**src/cfe_map.svh**
```systemverilog
/*
  Register offsets, field positions, reset values and status bit positions of the forwarding engine.
  Assumes it is included by its bare name from each file that needs it.
*/
`ifndef CFE_MAP_SVH
`define CFE_MAP_SVH

// ----------------------------------------------------------------
// register offsets
// ----------------------------------------------------------------
`define CFE_ADDR_PORT_MAP 8'h20
`define CFE_ADDR_MODE 8'h21
`define CFE_ADDR_STATUS 8'h22

// ----------------------------------------------------------------
// reset values
// ----------------------------------------------------------------
`define CFE_RST_PORT_MAP 8'h00
`define CFE_RST_MODE 8'h00

// ----------------------------------------------------------------
// field positions
// ----------------------------------------------------------------
`define CFE_DIS_LSB 0
`define CFE_MAP_LSB 4
`define CFE_RR_LSB 0
`define CFE_SYNC_LSB 2
`define CFE_SYNC_W 2
`define CFE_ST_SYNCED 0
`define CFE_ST_LOST 1
`define CFE_ST_HS 2

`endif

```
**src/cfe_pkg.sv**
```systemverilog
/*
  Types shared by the forwarding engine and its bench: packet kinds, modes, states and carriers.
  Assumes nothing of its surroundings.
*/
package cfe_pkg;

  localparam int CFE_NPORT = 4;

  // packet kind as presented by a video buffer head
  typedef enum logic [1:0] {
    K_FS = 2'h0,
    K_FE = 2'h1,
    K_LINE = 2'h2
  } cfe_kind_e;

  // synchronized sub-mode codes in the mode register
  typedef enum logic [1:0] {
    SM_OFF = 2'h0,
    SM_BASIC = 2'h1,
    SM_ILV = 2'h2,
    SM_CONCAT = 2'h3
  } cfe_sync_e;

  // forwarding mode in force
  typedef enum logic [1:0] {
    MD_RR = 2'h0,
    MD_BASIC = 2'h1,
    MD_ILV = 2'h2
  } cfe_mode_e;

  // scheduler states
  typedef enum logic [1:0] {
    ST_PICK = 2'b01,
    ST_MOVE = 2'b10
  } cfe_state_e;

  // head word of one video buffer
  typedef struct packed {
    logic avail;
    logic last;
    cfe_kind_e kind;
    logic [1:0] vc;
    logic [15:0] data;
  } cfe_port_s;

  // word handed to the transmitter
  typedef struct packed {
    logic sop;
    logic eop;
    cfe_kind_e kind;
    logic [1:0] vc;
    logic [15:0] data;
  } cfe_word_s;

endpackage

```
**src/cfe_engine.sv**
```systemverilog
/*
  Forwarding engine: pulls packets from four video buffers, schedules them in round-robin,
  basic synchronized or line-interleaved order, and queues them for the transmitter.
  Assumes buffer heads on ref_clk, a register port on ref_clk and a transmitter word clock from outside.
*/
// How it works
// - buffer packets go out through the queue; hs flag marks high-speed bursts
// - buffer heads are watched every cycle to decide what can go next
// - a port whose disable bit is set is never served
// - map bits pick which buffers this engine serves, one engine per buffer
// - each engine instance decodes its own fields and runs alone
// - round-robin mode sends ready packets at once, round-robin by port
// - round-robin mode imposes no ordering; vc and kind pass untouched
// - the engine's round-robin bit selects best-effort mode
// - synchronized rounds send frame starts and lines in port order zero to three
// - on sync loss drop packets and hunt for the next frame start
// - synced status bit follows the round state; sticky lost flag cleared by a status read
// - sub-mode field picks basic or interleaved forwarding; the concatenated code runs basic order
// - basic mode sends every frame whole, each packet with its port's vc
// - basic mode ends with last lines then frame ends in port order
// - interleaved mode keeps only the first frame start and frame end
// - interleaved mode never checks that all ports share one vc
// - mode value 0x14 selects basic synchronized forwarding
// - mode value 0x28 selects line-interleaved forwarding
// - port map value 0x00 forwards all ports to engine 0, none to engine 1
// - a packet is started only once its buffer reports it whole
// - synced bit reads zero whenever synchronized forwarding is off
`timescale 1ns/1ns
`include "cfe_map.svh"

// ----------------------------------------------------------------
// word queue between scheduler and transmitter
// ----------------------------------------------------------------
module cfe_fifo #(
  parameter int W = 22,
  parameter int DEPTH = 16
) (
  input wire logic ref_clk,
  input wire logic reset,
  input wire logic ce,
  input wire logic in_valid,
  output logic in_ready,
  input wire logic [W-1:0] in_data,
  output logic out_valid,
  input wire logic out_ready,
  output logic [W-1:0] out_data
);
  localparam int AW = $clog2(DEPTH);
  logic [W-1:0] mem [DEPTH];
  logic [AW:0] wr_ptr_r;
  logic [AW:0] rd_ptr_r;
  logic do_wr;
  logic do_rd;

  // extra pointer bit tells full from empty; depth must be a power of two
  assign in_ready = !((wr_ptr_r[AW] != rd_ptr_r[AW]) && (wr_ptr_r[AW-1:0] == rd_ptr_r[AW-1:0]));
  assign out_valid = (wr_ptr_r != rd_ptr_r);
  assign out_data = mem[rd_ptr_r[AW-1:0]];
  assign do_wr = ce && in_valid && in_ready;
  assign do_rd = ce && out_ready && out_valid;

  // storage has no reset: contents are never read while empty
  always_ff @(posedge ref_clk) begin
    if (do_wr) begin
      mem[wr_ptr_r[AW-1:0]] <= in_data;
    end
  end

  // pointers
  always_ff @(posedge ref_clk or posedge reset) begin
    if (reset) begin
      wr_ptr_r <= '0;
      rd_ptr_r <= '0;
    end else begin
      if (do_wr) begin
        wr_ptr_r <= wr_ptr_r + 1'b1;
      end
      if (do_rd) begin
        rd_ptr_r <= rd_ptr_r + 1'b1;
      end
    end
  end
endmodule

// ----------------------------------------------------------------
// forwarding engine top
// ----------------------------------------------------------------
module cfe_engine #(
  parameter bit ENGINE_ID = 1'b0,
  parameter int WAIT_LIMIT = 1024,
  parameter int QDEPTH = 16
) (
  input wire logic ref_clk,
  input wire logic reset,
  input wire logic ce,
  input wire cfe_pkg::cfe_port_s [3:0] port_in,
  output logic [3:0] port_pop,
  input wire logic [7:0] reg_addr,
  input wire logic reg_wr,
  input wire logic [7:0] reg_wdata,
  input wire logic reg_rd,
  output logic [7:0] reg_rdata,
  input wire logic tx_clk,
  output cfe_pkg::cfe_word_s tx_word,
  output logic tx_valid,
  output logic tx_hs
);
  import cfe_pkg::*;

  logic [7:0] ctl_map_r;
  logic [7:0] ctl_mode_r;
  logic [7:0] reg_rdata_r;
  cfe_mode_e mode_r;
  cfe_mode_e mode_nxt;
  cfe_state_e st_r;
  logic [1:0] cur_r;
  logic drop_r;
  logic sop_r;
  logic mv_wait_r;
  logic [3:0] port_pop_r;
  logic [1:0] rr_ptr_r;
  logic [3:0] rnd_r;
  cfe_kind_e rk_r;
  logic first_r;
  logic sp_run_r;
  logic synced_r;
  logic lost_r;
  logic [15:0] wait_cnt_r;
  logic tx_s1_r;
  logic tx_s2_r;
  logic tx_s3_r;
  logic tx_lvl_r;
  cfe_word_s tx_word_r;
  logic tx_valid_r;
  logic tx_hs_r;

  // ----------------------------------------------------------------
  // register decode
  // ----------------------------------------------------------------
  logic [3:0] dis;
  logic [3:0] map;
  logic rr_bit;
  cfe_sync_e sync_code;
  logic wr_map;
  logic wr_mode;
  logic rd_clr;
  logic synced_vis;

  // each engine reads its own bit and field, so instances never interact
  assign dis = ctl_map_r[`CFE_DIS_LSB +: 4];
  assign map = ctl_map_r[`CFE_MAP_LSB +: 4];
  assign rr_bit = ctl_mode_r[`CFE_RR_LSB + ENGINE_ID];
  assign sync_code = cfe_sync_e'(ctl_mode_r[`CFE_SYNC_LSB + `CFE_SYNC_W * ENGINE_ID +: `CFE_SYNC_W]);
  // concatenation is not built here and falls back to basic order
  assign mode_nxt = (rr_bit || sync_code == SM_OFF) ? MD_RR : (sync_code == SM_ILV ? MD_ILV : MD_BASIC);
  assign wr_map = ce && reg_wr && reg_addr == `CFE_ADDR_PORT_MAP;
  assign wr_mode = ce && reg_wr && reg_addr == `CFE_ADDR_MODE;
  assign rd_clr = ce && reg_rd && reg_addr == `CFE_ADDR_STATUS;
  // a pending switch to round-robin already hides the synced bit before the boundary
  assign synced_vis = synced_r && mode_r != MD_RR && mode_nxt != MD_RR;

  // ----------------------------------------------------------------
  // per-port head decode
  // ----------------------------------------------------------------
  logic [3:0] act;
  logic [3:0] head_ok;
  logic [3:0] is_fs;
  logic [3:0] is_fe;
  logic [3:0] is_line;

  genvar gi;
  generate
    for (gi = 0; gi < CFE_NPORT; gi++) begin : g_port
      // served only when mapped here and not disabled
      assign act[gi] = !dis[gi] && (map[gi] == ENGINE_ID);
      // avail means the whole packet sits in the buffer
      assign head_ok[gi] = port_in[gi].avail && act[gi];
      assign is_fs[gi] = port_in[gi].kind == K_FS;
      assign is_fe[gi] = port_in[gi].kind == K_FE;
      assign is_line[gi] = port_in[gi].kind == K_LINE;
    end
  endgenerate

  // first requesting port at or after the pointer
  function automatic logic [2:0] rr_pick(input logic [3:0] req, input logic [1:0] ptr);
    logic [2:0] r;
    logic [1:0] idx;
    r = 3'h0;
    for (int k = 3; k >= 0; k--) begin
      idx = ptr + 2'(k);
      if (req[idx]) begin
        r = {1'b1, idx};
      end
    end
    return r;
  endfunction

  // lowest requesting port
  function automatic logic [1:0] lo_pick(input logic [3:0] req);
    logic [1:0] r;
    r = 2'h0;
    for (int k = 3; k >= 0; k--) begin
      if (req[k]) begin
        r = 2'(k);
      end
    end
    return r;
  endfunction

  // ----------------------------------------------------------------
  // scheduling decisions
  // ----------------------------------------------------------------
  logic pick_go;
  logic in_rr;
  logic rnd_busy;
  logic all_ready;
  logic all_fs;
  logic all_fe;
  logic all_line;
  logic [3:0] hunt_bad;
  logic [2:0] rr_sel;
  logic [1:0] rnd_low;
  logic waiting;
  logic mixed;
  logic loss_ev;
  logic start_round;
  logic send_rr;
  logic send_rnd;
  logic send_hunt;
  logic launch;
  logic [1:0] launch_port;
  logic launch_drop;
  logic mode_chg;
  logic pick_run;

  assign pick_go = ce && st_r == ST_PICK && !mv_wait_r;
  // the pick cycle that takes a new mode launches nothing, so the old mode never sends again
  assign pick_run = pick_go && !mode_chg;
  assign in_rr = mode_r == MD_RR;
  assign rnd_busy = rnd_r != 4'h0;
  assign all_ready = act != 4'h0 && head_ok == act;
  assign all_fs = all_ready && (is_fs | ~act) == 4'hF;
  assign all_fe = all_ready && (is_fe | ~act) == 4'hF;
  assign all_line = all_ready && (is_line | ~act) == 4'hF;
  assign hunt_bad = head_ok & ~is_fs;
  assign rr_sel = rr_pick(head_ok, rr_ptr_r);
  assign rnd_low = lo_pick(rnd_r);
  // a source that lags too long or disagrees in kind breaks sync
  assign waiting = !in_rr && sp_run_r && (rnd_busy ? !head_ok[rnd_low] : !all_ready);
  assign mixed = !in_rr && sp_run_r && !rnd_busy && all_ready && !(all_fs || all_fe || all_line);
  assign loss_ev = pick_run && ((waiting && wait_cnt_r == 16'(WAIT_LIMIT - 1)) || mixed);
  // a round starts only when every active port shows the same kind
  assign start_round = pick_run && !in_rr && !rnd_busy &&
                       ((sp_run_r && all_ready && !mixed) || (!sp_run_r && hunt_bad == 4'h0 && all_fs));
  assign send_rr = pick_run && in_rr && rr_sel[2];
  assign send_rnd = pick_run && !in_rr && rnd_busy && head_ok[rnd_low];
  assign send_hunt = pick_run && !in_rr && !sp_run_r && !rnd_busy && hunt_bad != 4'h0;
  assign launch = send_rr || send_rnd || send_hunt;
  assign launch_port = send_rr ? rr_sel[1:0] : (send_rnd ? rnd_low : lo_pick(hunt_bad));
  // interleaved keeps the first start and end of a round, vc never checked
  assign launch_drop = send_hunt || (send_rnd && mode_r == MD_ILV && rk_r != K_LINE && !first_r);
  // mode is taken only between packets and between rounds
  assign mode_chg = pick_go && !rnd_busy && mode_nxt != mode_r;

  // ----------------------------------------------------------------
  // packet mover
  // ----------------------------------------------------------------
  logic q_in_ready;
  logic q_in_valid;
  cfe_word_s q_in_word;
  logic q_out_valid;
  cfe_word_s q_out_word;
  logic mv_take;
  logic tx_edge;

  // a take is followed by one idle cycle so the buffer head can advance after the pop
  assign mv_take = ce && st_r == ST_MOVE && !mv_wait_r && (drop_r || q_in_ready);
  assign q_in_valid = mv_take && !drop_r;
  // vc and kind come from the port, so every packet keeps its port's channel
  assign q_in_word = '{sop: sop_r, eop: port_in[cur_r].last, kind: port_in[cur_r].kind,
                       vc: port_in[cur_r].vc, data: port_in[cur_r].data};

  cfe_fifo #(
    .W($bits(cfe_word_s)),
    .DEPTH(QDEPTH)
  ) u_queue (
    .ref_clk(ref_clk),
    .reset(reset),
    .ce(ce),
    .in_valid(q_in_valid),
    .in_ready(q_in_ready),
    .in_data(q_in_word),
    .out_valid(q_out_valid),
    .out_ready(tx_edge),
    .out_data(q_out_word)
  );

  // registers: software writes steer mode and port selection
  always_ff @(posedge ref_clk or posedge reset) begin
    if (reset) begin
      ctl_map_r <= `CFE_RST_PORT_MAP;
      ctl_mode_r <= `CFE_RST_MODE;
      reg_rdata_r <= 8'h00;
    end else if (ce) begin
      if (wr_map) begin
        ctl_map_r <= reg_wdata;
      end
      if (wr_mode) begin
        ctl_mode_r <= reg_wdata;
      end
      if (reg_rd) begin
        unique case (reg_addr)
          `CFE_ADDR_PORT_MAP: reg_rdata_r <= ctl_map_r;
          `CFE_ADDR_MODE: reg_rdata_r <= ctl_mode_r;
          `CFE_ADDR_STATUS: reg_rdata_r <= 8'({tx_hs_r, lost_r, synced_vis});
          default: reg_rdata_r <= 8'h00;
        endcase
      end
    end
  end

  // mover state: one packet is moved whole before the next pick
  always_ff @(posedge ref_clk or posedge reset) begin
    if (reset) begin
      st_r <= ST_PICK;
      cur_r <= 2'h0;
      drop_r <= 1'b0;
      sop_r <= 1'b0;
      mv_wait_r <= 1'b0;
      port_pop_r <= 4'h0;
    end else if (ce) begin
      mv_wait_r <= mv_take;
      port_pop_r <= mv_take ? 4'(1) << cur_r : 4'h0;
      if (launch) begin
        st_r <= ST_MOVE;
        cur_r <= launch_port;
        drop_r <= launch_drop;
        sop_r <= 1'b1;
      end else if (mv_take) begin
        sop_r <= 1'b0;
        if (port_in[cur_r].last) begin
          st_r <= ST_PICK;
        end
      end
    end
  end

  // round-robin pointer moves past the served port
  always_ff @(posedge ref_clk or posedge reset) begin
    if (reset) begin
      rr_ptr_r <= 2'h0;
    end else if (ce && send_rr) begin
      rr_ptr_r <= rr_sel[1:0] + 2'h1;
    end
  end

  // synchronized rounds: ports leave the round mask in ascending order
  always_ff @(posedge ref_clk or posedge reset) begin
    if (reset) begin
      mode_r <= MD_RR;
      rnd_r <= 4'h0;
      rk_r <= K_FS;
      first_r <= 1'b0;
      sp_run_r <= 1'b0;
      synced_r <= 1'b0;
      wait_cnt_r <= 16'h0000;
    end else if (ce) begin
      if (mode_chg) begin
        mode_r <= mode_nxt;
        sp_run_r <= 1'b0;
        synced_r <= 1'b0;
      end else if (loss_ev) begin
        sp_run_r <= 1'b0;
        synced_r <= 1'b0;
        rnd_r <= 4'h0;
        wait_cnt_r <= 16'h0000;
      end else if (start_round) begin
        rnd_r <= act;
        rk_r <= all_fs ? K_FS : (all_fe ? K_FE : K_LINE);
        first_r <= 1'b1;
        sp_run_r <= 1'b1;
        synced_r <= 1'b1;
        wait_cnt_r <= 16'h0000;
      end else if (send_rnd) begin
        rnd_r[rnd_low] <= 1'b0;
        first_r <= 1'b0;
        wait_cnt_r <= 16'h0000;
      end else if (pick_run && waiting) begin
        wait_cnt_r <= wait_cnt_r + 16'h0001;
      end
    end
  end

  // sticky loss flag: a new loss wins over the read that clears it
  always_ff @(posedge ref_clk or posedge reset) begin
    if (reset) begin
      lost_r <= 1'b0;
    end else if (ce) begin
      lost_r <= loss_ev || (lost_r && !rd_clr);
    end
  end

  // ----------------------------------------------------------------
  // transmitter side
  // ----------------------------------------------------------------
  // word clock edge counts once the second and third stages agree
  assign tx_edge = ce && tx_s2_r == tx_s3_r && tx_s3_r && !tx_lvl_r;

  // word clock synchroniser
  always_ff @(posedge ref_clk or posedge reset) begin
    if (reset) begin
      tx_s1_r <= 1'b0;
      tx_s2_r <= 1'b0;
      tx_s3_r <= 1'b0;
      tx_lvl_r <= 1'b0;
    end else if (ce) begin
      tx_s1_r <= tx_clk;
      tx_s2_r <= tx_s1_r;
      tx_s3_r <= tx_s2_r;
      if (tx_s2_r == tx_s3_r) begin
        tx_lvl_r <= tx_s3_r;
      end
    end
  end

  // one word per word clock edge; hs holds until a packet's end drains
  always_ff @(posedge ref_clk or posedge reset) begin
    if (reset) begin
      tx_word_r <= '0;
      tx_valid_r <= 1'b0;
      tx_hs_r <= 1'b0;
    end else if (ce) begin
      if (tx_edge) begin
        if (q_out_valid) begin
          tx_word_r <= q_out_word; // an idle rise keeps the last word, never an empty slot
        end
        tx_valid_r <= q_out_valid;
        tx_hs_r <= q_out_valid || (tx_hs_r && !tx_word_r.eop);
      end else begin
        tx_valid_r <= 1'b0;
      end
    end
  end

  assign port_pop = port_pop_r;
  assign reg_rdata = reg_rdata_r;
  assign tx_word = tx_word_r;
  assign tx_valid = tx_valid_r;
  assign tx_hs = tx_hs_r;
endmodule

```
**config.mk**
```make
export PLATFORM = sky130hd
export DESIGN_NAME = cfe_engine
export DESIGN_NICKNAME = d
export VERILOG_FILES = /design/src/cfe_pkg.sv /design/src/cfe_engine.sv
export VERILOG_INCLUDE_DIRS = /design/src /design/src/src
export SDC_FILE = /design/constraint.sdc
export NUM_CORES = 1
export LEC_CHECK = 0
export BUFFER_PORTS_ARGS = -buffer_cell sky130_fd_sc_hd__buf_2
export CAP_MARGIN = 20
export CORE_MARGIN = 5
export CORE_UTILIZATION = 60
export DETAILED_ROUTE_END_ITERATION = 10
export PLACE_DENSITY = 0.8
export SYNTH_ARGS = -nofsm -noshare
export SYNTH_HDL_FRONTEND = slang
export SYNTH_SLANG_ARGS = --single-unit
```
**constraint.sdc**
```tcl
create_clock -name ref_clk -period 4.3 [get_ports ref_clk]
set_clock_uncertainty 0.2 [all_clocks]
set_input_delay 0.86 -clock ref_clk [delete_from_list [all_inputs] [get_ports ref_clk]]
set_output_delay 0.86 -clock ref_clk [all_outputs]
set_load 0.02 [all_outputs]
```
* Word level (Yosys, flattened, before mapping)
Memories as Yosys holds them, arrays and structs flattened. A register that Yosys moved wholly into a read port is not among the register bits.
Cells that the tools add are included.
** Storage, ports and cells
- Register bits :: 80
- Latch bits :: 0
- Memory bits (writable) :: 352
- Memory bits (read-only) :: 0
- Bits of input ports :: 110
- Logic and storage cells :: 264
- Memories kept :: 1
** Memory list
- u_queue.mem :: words 16, width 22, rd ports 1, clocked after memory_dff 1, wr ports 1, line cfe_engine.sv:49 : logic [W-1:0] mem [DEPTH];
** Operators by class
- Add/subtract/negate cells :: 7
- Multipliers :: 0
- Divide/modulo/power cells :: 0
- Order comparisons :: 7
- Equal/unequal tests :: 26
- Shift operators :: 1
- Multiplexer cells :: 55
- Bitwise logic cells :: 14
- Reduce and logical (&&, ||, !) cells :: 128
** Operator list (number)
- logical AND 1 bit :: 65
- 2-to-1 mux 16 bit :: 4
- binary-select mux 22 bit (select 2 bit) :: 1
- 2-to-1 mux 2 bit :: 17
- equality test 8 x 6 -> 1 bit (second input constant) :: 3
- one-hot mux 8 bit (3 select lines) :: 1
- 2-to-1 mux 21 bit :: 1
- logical NOT 1 bit :: 19
- < comparator 2 x 3 -> 1 bit (second input constant) :: 6
- AND reduction 2 bit :: 9
- 2-to-1 mux 1 bit :: 17
- adder 16 x 1 -> 16 bit (second input constant) :: 1
- equality test 16 x 10 -> 1 bit (second input constant) :: 1
- 2-to-1 mux 4 bit :: 4
- nonzero test 4 bit :: 4
- equality test 2 bit (second input constant) :: 7
- equality test 4 bit (second input constant) :: 3
- logical NOT 2 bit :: 6
- 2-to-1 mux 3 bit :: 4
- inverter 4 bit :: 3
- OR 4 bit :: 3
- AND reduction 3 bit :: 4
- logical OR 1 bit :: 11
- adder 5 x 1 -> 5 bit (second input constant) :: 2
- 19 further kinds :: 42

* Longest topological paths before layout
Gate-level depths: netlist of run 1.
- Depth after elaboration :: 17
- Gate-level depth with buffers :: 9
- Gate-level depth less buffers :: 7

* By module
A second synthesis of run 1 with hierarchy kept.
** Second synthesis, totals
- Cells, all modules :: 1147
- Area total of the unflattened synthesis :: 19322.3 µm²
** By module, submodules not included
- cfe_fifo :: instances 1, cells an instance 670, area each 14168.6 µm², seq. area each 10820.4 µm²
- cfe_engine :: instances 1, cells an instance 477, area each 5153.7 µm², seq. area each 2303.5 µm²

* Least setup slack after synthesis of run 1
OpenSTA, ideal clock, no wires.
- Path kind :: input to register
- Start :: input port ce
- End :: memory u_queue.mem[3][0] (enable)
- Setup time :: 429 ps
- Data arrival time :: 3664 ps
- Required time :: 3671 ps
- Slack :: 7 ps
- Cell stages on the path :: 6
- Cell sequence :: buf_4 > inv_1 > nor4b_1 > nor3b_2 > nand2_1 > nor3_1
** On the way
- Longest elaborated chain between the ends :: 8
** Ends and longest elaborated chain
- start, declared :: line cfe_engine.sv:95 : input wire logic ce,
- logical AND 1 bit (3 in a row) :: line cfe_engine.sv:277 : assign mv_take = ce && st_r == ST_MOVE && !mv_wait_r && (drop_r || q_in_ready);
- logical AND 1 bit :: line cfe_engine.sv:278 : assign q_in_valid = mv_take && !drop_r;
- logical AND 1 bit (*) (2 in a row) :: line cfe_engine.sv:59 : assign do_wr = ce && in_valid && in_ready;
- 2-to-1 mux 1 bit (*) :: line cfe_engine.sv:64 : if (do_wr) begin
- 2-to-1 mux 1 bit (implied by the code) (*) :: line cfe_engine.sv:65 : mem[wr_ptr_r[AW-1:0]] <= in_data;
- end, declared :: line cfe_engine.sv:49
Every way passes the cells marked *; elsewhere a longest branch is shown, timed or not.

* Worst setup path after layout of run 1
- Start :: register rnd_r[0]
- End :: register cur_r[1]
** On the way
- Longest elaborated chain between the ends :: 12
- Elaborated cells on any way between the ends :: 22
- Those cells by class :: 5 x mux; 17 x reduce/logical
** Ends and longest elaborated chain
- start, declared :: line cfe_engine.sv:122 : logic [3:0] rnd_r;
- start signal, assigned :: line cfe_engine.sv:378 : rnd_r <= act;
- nonzero test 4 bit :: line cfe_engine.sv:240 : assign rnd_busy = rnd_r != 4'h0;
- logical NOT 1 bit :: line cfe_engine.sv:257, cfe_engine.sv:263
- logical AND 1 bit (2 in a row) :: line cfe_engine.sv:263 : assign mode_chg = pick_go && !rnd_busy && mode_nxt != mode_r;
- logical NOT 1 bit :: line cfe_engine.sv:238 : assign pick_run = pick_go && !mode_chg;
- logical AND 1 bit :: line cfe_engine.sv:238
- logical AND 1 bit :: line cfe_engine.sv:256, cfe_engine.sv:257
- logical AND 1 bit, on equally long branches (2 in a row) :: line cfe_engine.sv:256, cfe_engine.sv:257
- logical OR 1 bit or logical AND 1 bit (tied branches) :: line cfe_engine.sv:258, cfe_engine.sv:257
- logical OR 1 bit :: line cfe_engine.sv:258 : assign launch = send_rr || send_rnd || send_hunt;
- AND reduction 2 bit (no source line)
- end signal, assigned :: line cfe_engine.sv:336 : cur_r <= launch_port;
- end, declared :: line cfe_engine.sv:116 : logic [1:0] cur_r;
Several ways; a longest one is shown, not always the timed one. The select of a mux whose other input is x is not followed.
A chain may end at the register's enable or synchronous reset.

==> qor.txt, run 1 <==
Pin count of the biggest net entering global routing -> 72
Sequential-to-total area share from yosys stat -> 0.694
Post-synthesis cell area -> 0.0189 mm^2
Drt drc -> 0
Overall global routing resource usage -> 0.252
DRT Wirelength -> 43.5 mm
CTS resizes -> 0
Core Region -> 0.0313 mm^2
IO Port Bufs -> 145
CP Capture Type -> flip-flop
Endpoints failing hold -> 0
Period utilization -> 0.731
Total negative slack -> 0 ns
Slowest CP cell -> nor3b_2
Hold buffers post-CTS -> 0
Die area -> 0.0352 mm^2
TritonCTS Buffers -> 46
DIE WIDTH -> 188 um
Min Tclk post-route -> 3.14 ns
XOR/XNOR share of the synthesized area -> 0.0102
Critical path startpoint category -> flip-flop
Synthesized instance count -> 1010
Via count -> 10529
Mux share of post-synthesis cell area -> 0.189
I/O pin cnt -> 146
HP Class -> in2async
Post-synthesis simple-gate area fraction -> 0.0544
Starting DRT DRC Count -> 1263
Congestion Overflow GR -> 0
Gpl congestion -> 0.861
Largest family of logic cells by synthesized area -> multiplexers
Number of max-cap violations -> 0
Final net count -> 1304
Row count -> 65
Syn Area/Cell -> 18.7 um^2
Max incr delay on CP -> 0.79 ns
Htree depth -> 2
Post-DRT Antenna Nets -> 0
Compound-Gate Fraction of Synth Area -> 0.0349
Adder-cell share of the synthesized area -> 0.00397
Yosys warns -> 0
Ys flop type -> edfxtp_1
Initial Utilization -> 0.604
Worst-Margin Slew -> 1.00 ns
Grt met3 use -> 0.0432
Worst R2R Path Depth -> 5
Cell Chain, Critical Path -> nor4_1 -> nor3b_2 -> or2_2 -> nand3_1 -> mux2_2
# clock sinks -> 454
Layer with the highest usage -> met2
Reg2reg end -> cur_r[1]
CP Data Arrival Time -> 3.37 ns
Yosys reg bits -> 454
Worst hold slack -> 0.222 ns
P per Cell Area -> 608 mW/mm^2
Syn Nets -> 1126
Initial antenna violation count -> 1
RR Startpoint -> rnd_r[0]
Clock latency on the worst-skew pair -> 0.55 ns
RSZ-0062 raised after global routing -> no
VDD IR max -> 0.000439 V
Clk root buf -> clkbuf_16
Worst R2R Setup Slack -> 1.16 ns
Yosys cell types -> 68
Max_slew headroom -> 0.333
First-pass GRT wire length -> 67.0 mm
Lkg Pwr -> 7.73 nW
CTS tree -> yes
Number of flops mapped to enable cells by yosys -> 352
Required time worst endpoint -> 4.52 ns
Vias per Instance -> 6.47
Chip Height -> 188 um
Post-CTS Setup Bufs -> 0
Syn-to-layout area delta -> 15.2%
Post-synth ARST share -> 0.225
Max Slew Vio Count -> 0
TritonRoute pass-1 iters -> 5
Final Setup Violations -> 0
DR WL/cell -> 26.7 um
Vias in the first global route -> 10917
Crit Path Category -> reg2reg
Post-DP HPWL -> 27.1 mm
Clock slew at reported path FFs -> 0.06 ns
M1 GR Usage -> 0.353
Clock buffer depth -> 3
Met2 Use GR -> 0.421
Fmax -> 318 MHz
Outcome -> finished, final reports clean
Share of cells above drive strength 1 -> 0.384
Crit-path max FO -> 14
==> cell families after synthesis <==
kind of cell	Yosys count
AOI/OAI and AO/OA	92
xor gates and xnor gates	22
adders and majority gates	6
buffers and inverters	65
DFF	454
muxes	187
and+or+nand+nor	184
==> critical path: cells and delay by family (launching register included) <==
family / cells / cell delay [ns]
and+or+nand+nor: 4 / 1.99
muxes: 1 / 0.34
DFF: 1 / 0.49
==> placed cells by master, fill, tap and decap left out, types with 5 or more instances in the layout <==
master	instances
nor3_1	22
a21o_1	6
nor4_1	10
o21ai_0	22
or2_2	8
nor2_2	11
ha_1	6
nand3_1	11
nor2_1	19
edfxtp_1	352
inv_1	15
buf_4	30
mux2_2	46
buf_2	145
clkinv_2	7
nor2b_1	15
a21oi_1	8
o22ai_1	11
dfrtp_1	97
mux4_2	131
nand2_1	35
mux2i_1	10
clkbuf_16	48
nand4_1	9
o211ai_1	5
clkbuf_1	12
xnor2_1	21
clkinv_1	5
a211oi_1	5
==> area by class of cell <==
class / count / area (um^2)
antenna: 1 / 2.50
clock buffer: 64 / 1300
clock inverter: 21 / 191
fill: 1891 / 9510
inverter: 16 / 62.6
multi-input combinational: 491 / 5570
sequential: 454 / 13100
tap: 402 / 503
timing repair buffer: 179 / 1030
==> cells in the mapped netlist (all sizes together) (4+ instances only) <==
cell type  instances  area share
a211oi             6      0.0026
a21o               6      0.0024
a21oi              8      0.0021
a22o               4      0.0019
buf               18      0.0050
clkbuf            31      0.0062
dfrtp            101        0.13
edfxtp           352        0.56
ha                 6      0.0040
inv               16      0.0032
mux2              46       0.027
mux2i             10      0.0053
mux4             131        0.16
nand2             35      0.0069
nand2b             4      0.0013
nand3             11      0.0029
nand4              9      0.0030
nor2              30      0.0060
nor2b             15      0.0050
nor3              26      0.0069
nor3b              6      0.0032
nor4              10      0.0033
nor4b              4      0.0019
o211ai             5      0.0020
o21a               4      0.0016
o21ai             23      0.0061
o22ai             11      0.0036
o31a               4      0.0019
or2                9      0.0030
or3                5      0.0019
or3b               4      0.0019
xnor2             21      0.0097
==> registers in the layout, indices dropped and copies added, names as in the netlist, 2 cells and up <==
signal	count
u_queue.wr_ptr_r	5
cur_r	2
rr_ptr_r	2
port_pop	4
rnd_r	4
u_queue.mem	352
u_queue.rd_ptr_r	5
ctl_mode_r	8
rk_r	2
wait_cnt_r	16
st_r	2
tx_word	22
ctl_map_r	8
mode_r	2
reg_rdata	8
==> worst max-delay path by stage <==
stage,startpoint,slack [ns],to,depth (start not counted)
floorplan,ce,0.007,u_queue.mem[3][0],6
global placement,ce,0.95,u_queue.mem[15][9],8
detailed placement,ce,0.91,u_queue.mem[15][9],8
CTS,rnd_r[0],1.24,cur_r[1],5
global route,rnd_r[0],0.94,cur_r[1],5
finish,rnd_r[0],1.16,cur_r[1],5
==> stage by stage <==
step	setup WS [ns]	instances	cell area, um^2	total power, mW	util
finish	1.16	1628	21800	13.3	0.696
global route	0.945	1627	21800	13.8	0.696
CTS	1.24	1627	21800	13.3	0.696
detailed placement	0.911	1542	20300	9.40	0.648
global placement	0.948	1542	20300	9.29	0.648
floorplan	0.00727	1010	18900	8.23	-
==> per-layer routing <==
| layer | up-vias | wire length (um) |
|---|---|---|
| li1 | 4487 | - |
| met3 | 71 | 3170 |
| met5 | - | 0 |
| met2 | 514 | 22300 |
| met4 | 0 | 1010 |
| met1 | 5457 | 17000 |
==> report_power, final <==
group          switching [mW]  total (mW)  internal [mW]
clock                    1.62        3.92           2.30
combinational            1.81        3.35           1.54
sequential              0.438        5.98           5.54
Power figures use the tool's default switching activity.
==> inputs of run 2 (changes only) <==
==> constraint.sdc (replaced) <==
create_clock -name ref_clk -period 3.13 [get_ports ref_clk]
set_clock_uncertainty 0.2 [all_clocks]
set_input_delay 0.626 -clock ref_clk [delete_from_list [all_inputs] [get_ports ref_clk]]
set_output_delay 0.626 -clock ref_clk [all_outputs]
set_load 0.02 [all_outputs]
==> run 2 against run 1 <==
Effect of this change:
- die area did not move
- global-route usage up 0.26 points
- wire length up 1.3%
- register-to-register slack worse by 0.99 ns
- non-clock buffer count grew 41
- critical path type unchanged
- highest routed layer unchanged
==> qor.txt, run 2 (same netlist as run 1, synthesis figures left out) <==
DRT Wirelength -> 44.1 mm
Gpl congestion -> 0.868
I/O pin cnt -> 146
Outcome -> finished, final reports clean
Fill cells -> 1849
Max Slew Vio Count -> 0
Initial Utilization -> 0.604
Post-DP HPWL -> 27.5 mm
Pin count of the biggest net entering global routing -> 51
Share of cells above drive strength 1 -> 0.406
Vias per Instance -> 6.38
Drt drc -> 0
Period utilization -> 0.947
Required time worst endpoint -> 3.40 ns
Most frequent cells in the layout -> edfxtp_1, buf_2, mux4_2
Congestion Overflow GR -> 0
Syn-to-layout area delta -> 17.8%
Initial antenna violation count -> 1
Clock slew at reported path FFs -> 0.06 ns
Final net count -> 1344
VDD IR max -> 0.000569 V
Max FFs per register -> 352
RR Startpoint -> mode_r[1]
Clk root buf -> clkbuf_16
Critical path startpoint category -> flip-flop
Final Setup Violations -> 0
Post-DRT Antenna Nets -> 0
Vias in the first global route -> 11192
Reg2reg end -> wait_cnt_r[5]
Htree depth -> 2
CTS tree -> yes
DIE WIDTH -> 188 um
Post-CTS Setup Bufs -> 0
Crit Path Category -> reg2reg
P per Cell Area -> 819 mW/mm^2
Core Region -> 0.0313 mm^2
Max_slew headroom -> 0.454
Post-route setup slack -> 0.167 ns
Worst R2R Path Depth -> 7
Fmax -> 337 MHz
Via count -> 10647
Min Tclk post-route -> 2.96 ns
Number of max-cap violations -> 0
# clock sinks -> 454
RSZ-0062 raised after global routing -> no
Worst-Margin Slew -> 0.817 ns
Chip Height -> 188 um
Worst slack, placed -> 0.0470 ns
Starting DRT DRC Count -> 1206
Lkg Pwr -> 7.98 nW
Crit-path max FO -> 13
Final Power -> 18.3 mW
DR WL/cell -> 26.4 um
Endpoints failing hold -> 0
First-pass GRT wire length -> 68.0 mm
Cell count after placement -> 1583
Row count -> 65
Total negative slack -> 0 ns
Most common cell after layout, fill and taps aside -> edfxtp_1
TritonCTS Buffers -> 45
IO Port Bufs -> 145
Clock buffer depth -> 3
CP Data Arrival Time -> 3.23 ns
Clock latency on the worst-skew pair -> 0.56 ns
Die area -> 0.0352 mm^2
Post-Layout Cell Count -> 1668
HP Class -> in2async
CP Capture Type -> flip-flop
TritonRoute pass-1 iters -> 5
Worst R2R Setup Slack -> 0.17 ns
Overall global routing resource usage -> 0.255
==> run 2: report_power, final <==
| part | total, mW | internal [mW] | switching [mW] |
|---|---|---|---|
| Clock | 5.50 | 3.26 | 2.24 |
| Combinational | 4.70 | 2.23 | 2.47 |
| Sequential | 8.06 | 7.61 | 0.444 |
==> run 2: worst max-delay path by stage <==
stage / cells after the start / startpoint / slack [ns] / endpoint
after CTS: 6 / rnd_r[0] / 0.09 / wait_cnt_r[3]
after detailed placement: 7 / port_in[43] / 0.05 / wait_cnt_r[3]
final: 7 / mode_r[1] / 0.17 / wait_cnt_r[5]
after floorplan: 6 / ce / -0.34 / u_queue.mem[11][0]
after global routing: 7 / mode_r[1] / 0.002 / synced_r
after global placement: 7 / port_in[43] / 0.07 / wait_cnt_r[2]
==> run 2: worst max-delay path, cell delays in order (launching register included) <==
cell	delay (ns)
dfrtp_1	0.45
or2_0	0.23
a211oi_1	0.47
nor3b_2	0.11
buf_4	0.21
or3_4	0.46
or4_4	0.54
a211oi_2	0.21
==> run 2: timing repair <==
action,in CTS,in global routing
setup endpoints to repair,0,4
hold buffers,0,0
gates resized for setup,0,1
==> run 2: through the flow <==
stage	instance area (um^2)	util	hold WS [ns]
2_1_floorplan	19000	-	0.240
3_3_place_gp	20800	0.663	0.261
3_5_place_dp	20800	0.663	0.272
4_1_cts	22300	0.712	0.0378
5_1_grt	22300	0.712	0.0740
6_report	22300	0.712	0.0247
==> run 2: area by class of cell <==
| class | instances | area [um^2] | share of cell area |
|---|---|---|---|
| flip-flops and latches | 454 | 13100 | 0.589 |
| inverters | 16 | 63.8 | 0.00286 |
| diodes | 1 | 2.50 | 0.000112 |
| multi-input cells | 491 | 5600 | 0.251 |
| clock buffers | 62 | 1260 | 0.0566 |
| clock inverters | 22 | 267 | 0.0120 |
| repair buffers | 220 | 1450 | 0.0651 |
| well taps | 402 | 503 | 0.0226 |
==> run 2: per-layer routing <==
layer	track usage	vias up	wire [um]
met1	0.356	5599	17500
li1	-	4554	-
met2	0.434	438	23000
met4	0.0582	0	752
met5	0	-	0
met3	0.0391	56	2850
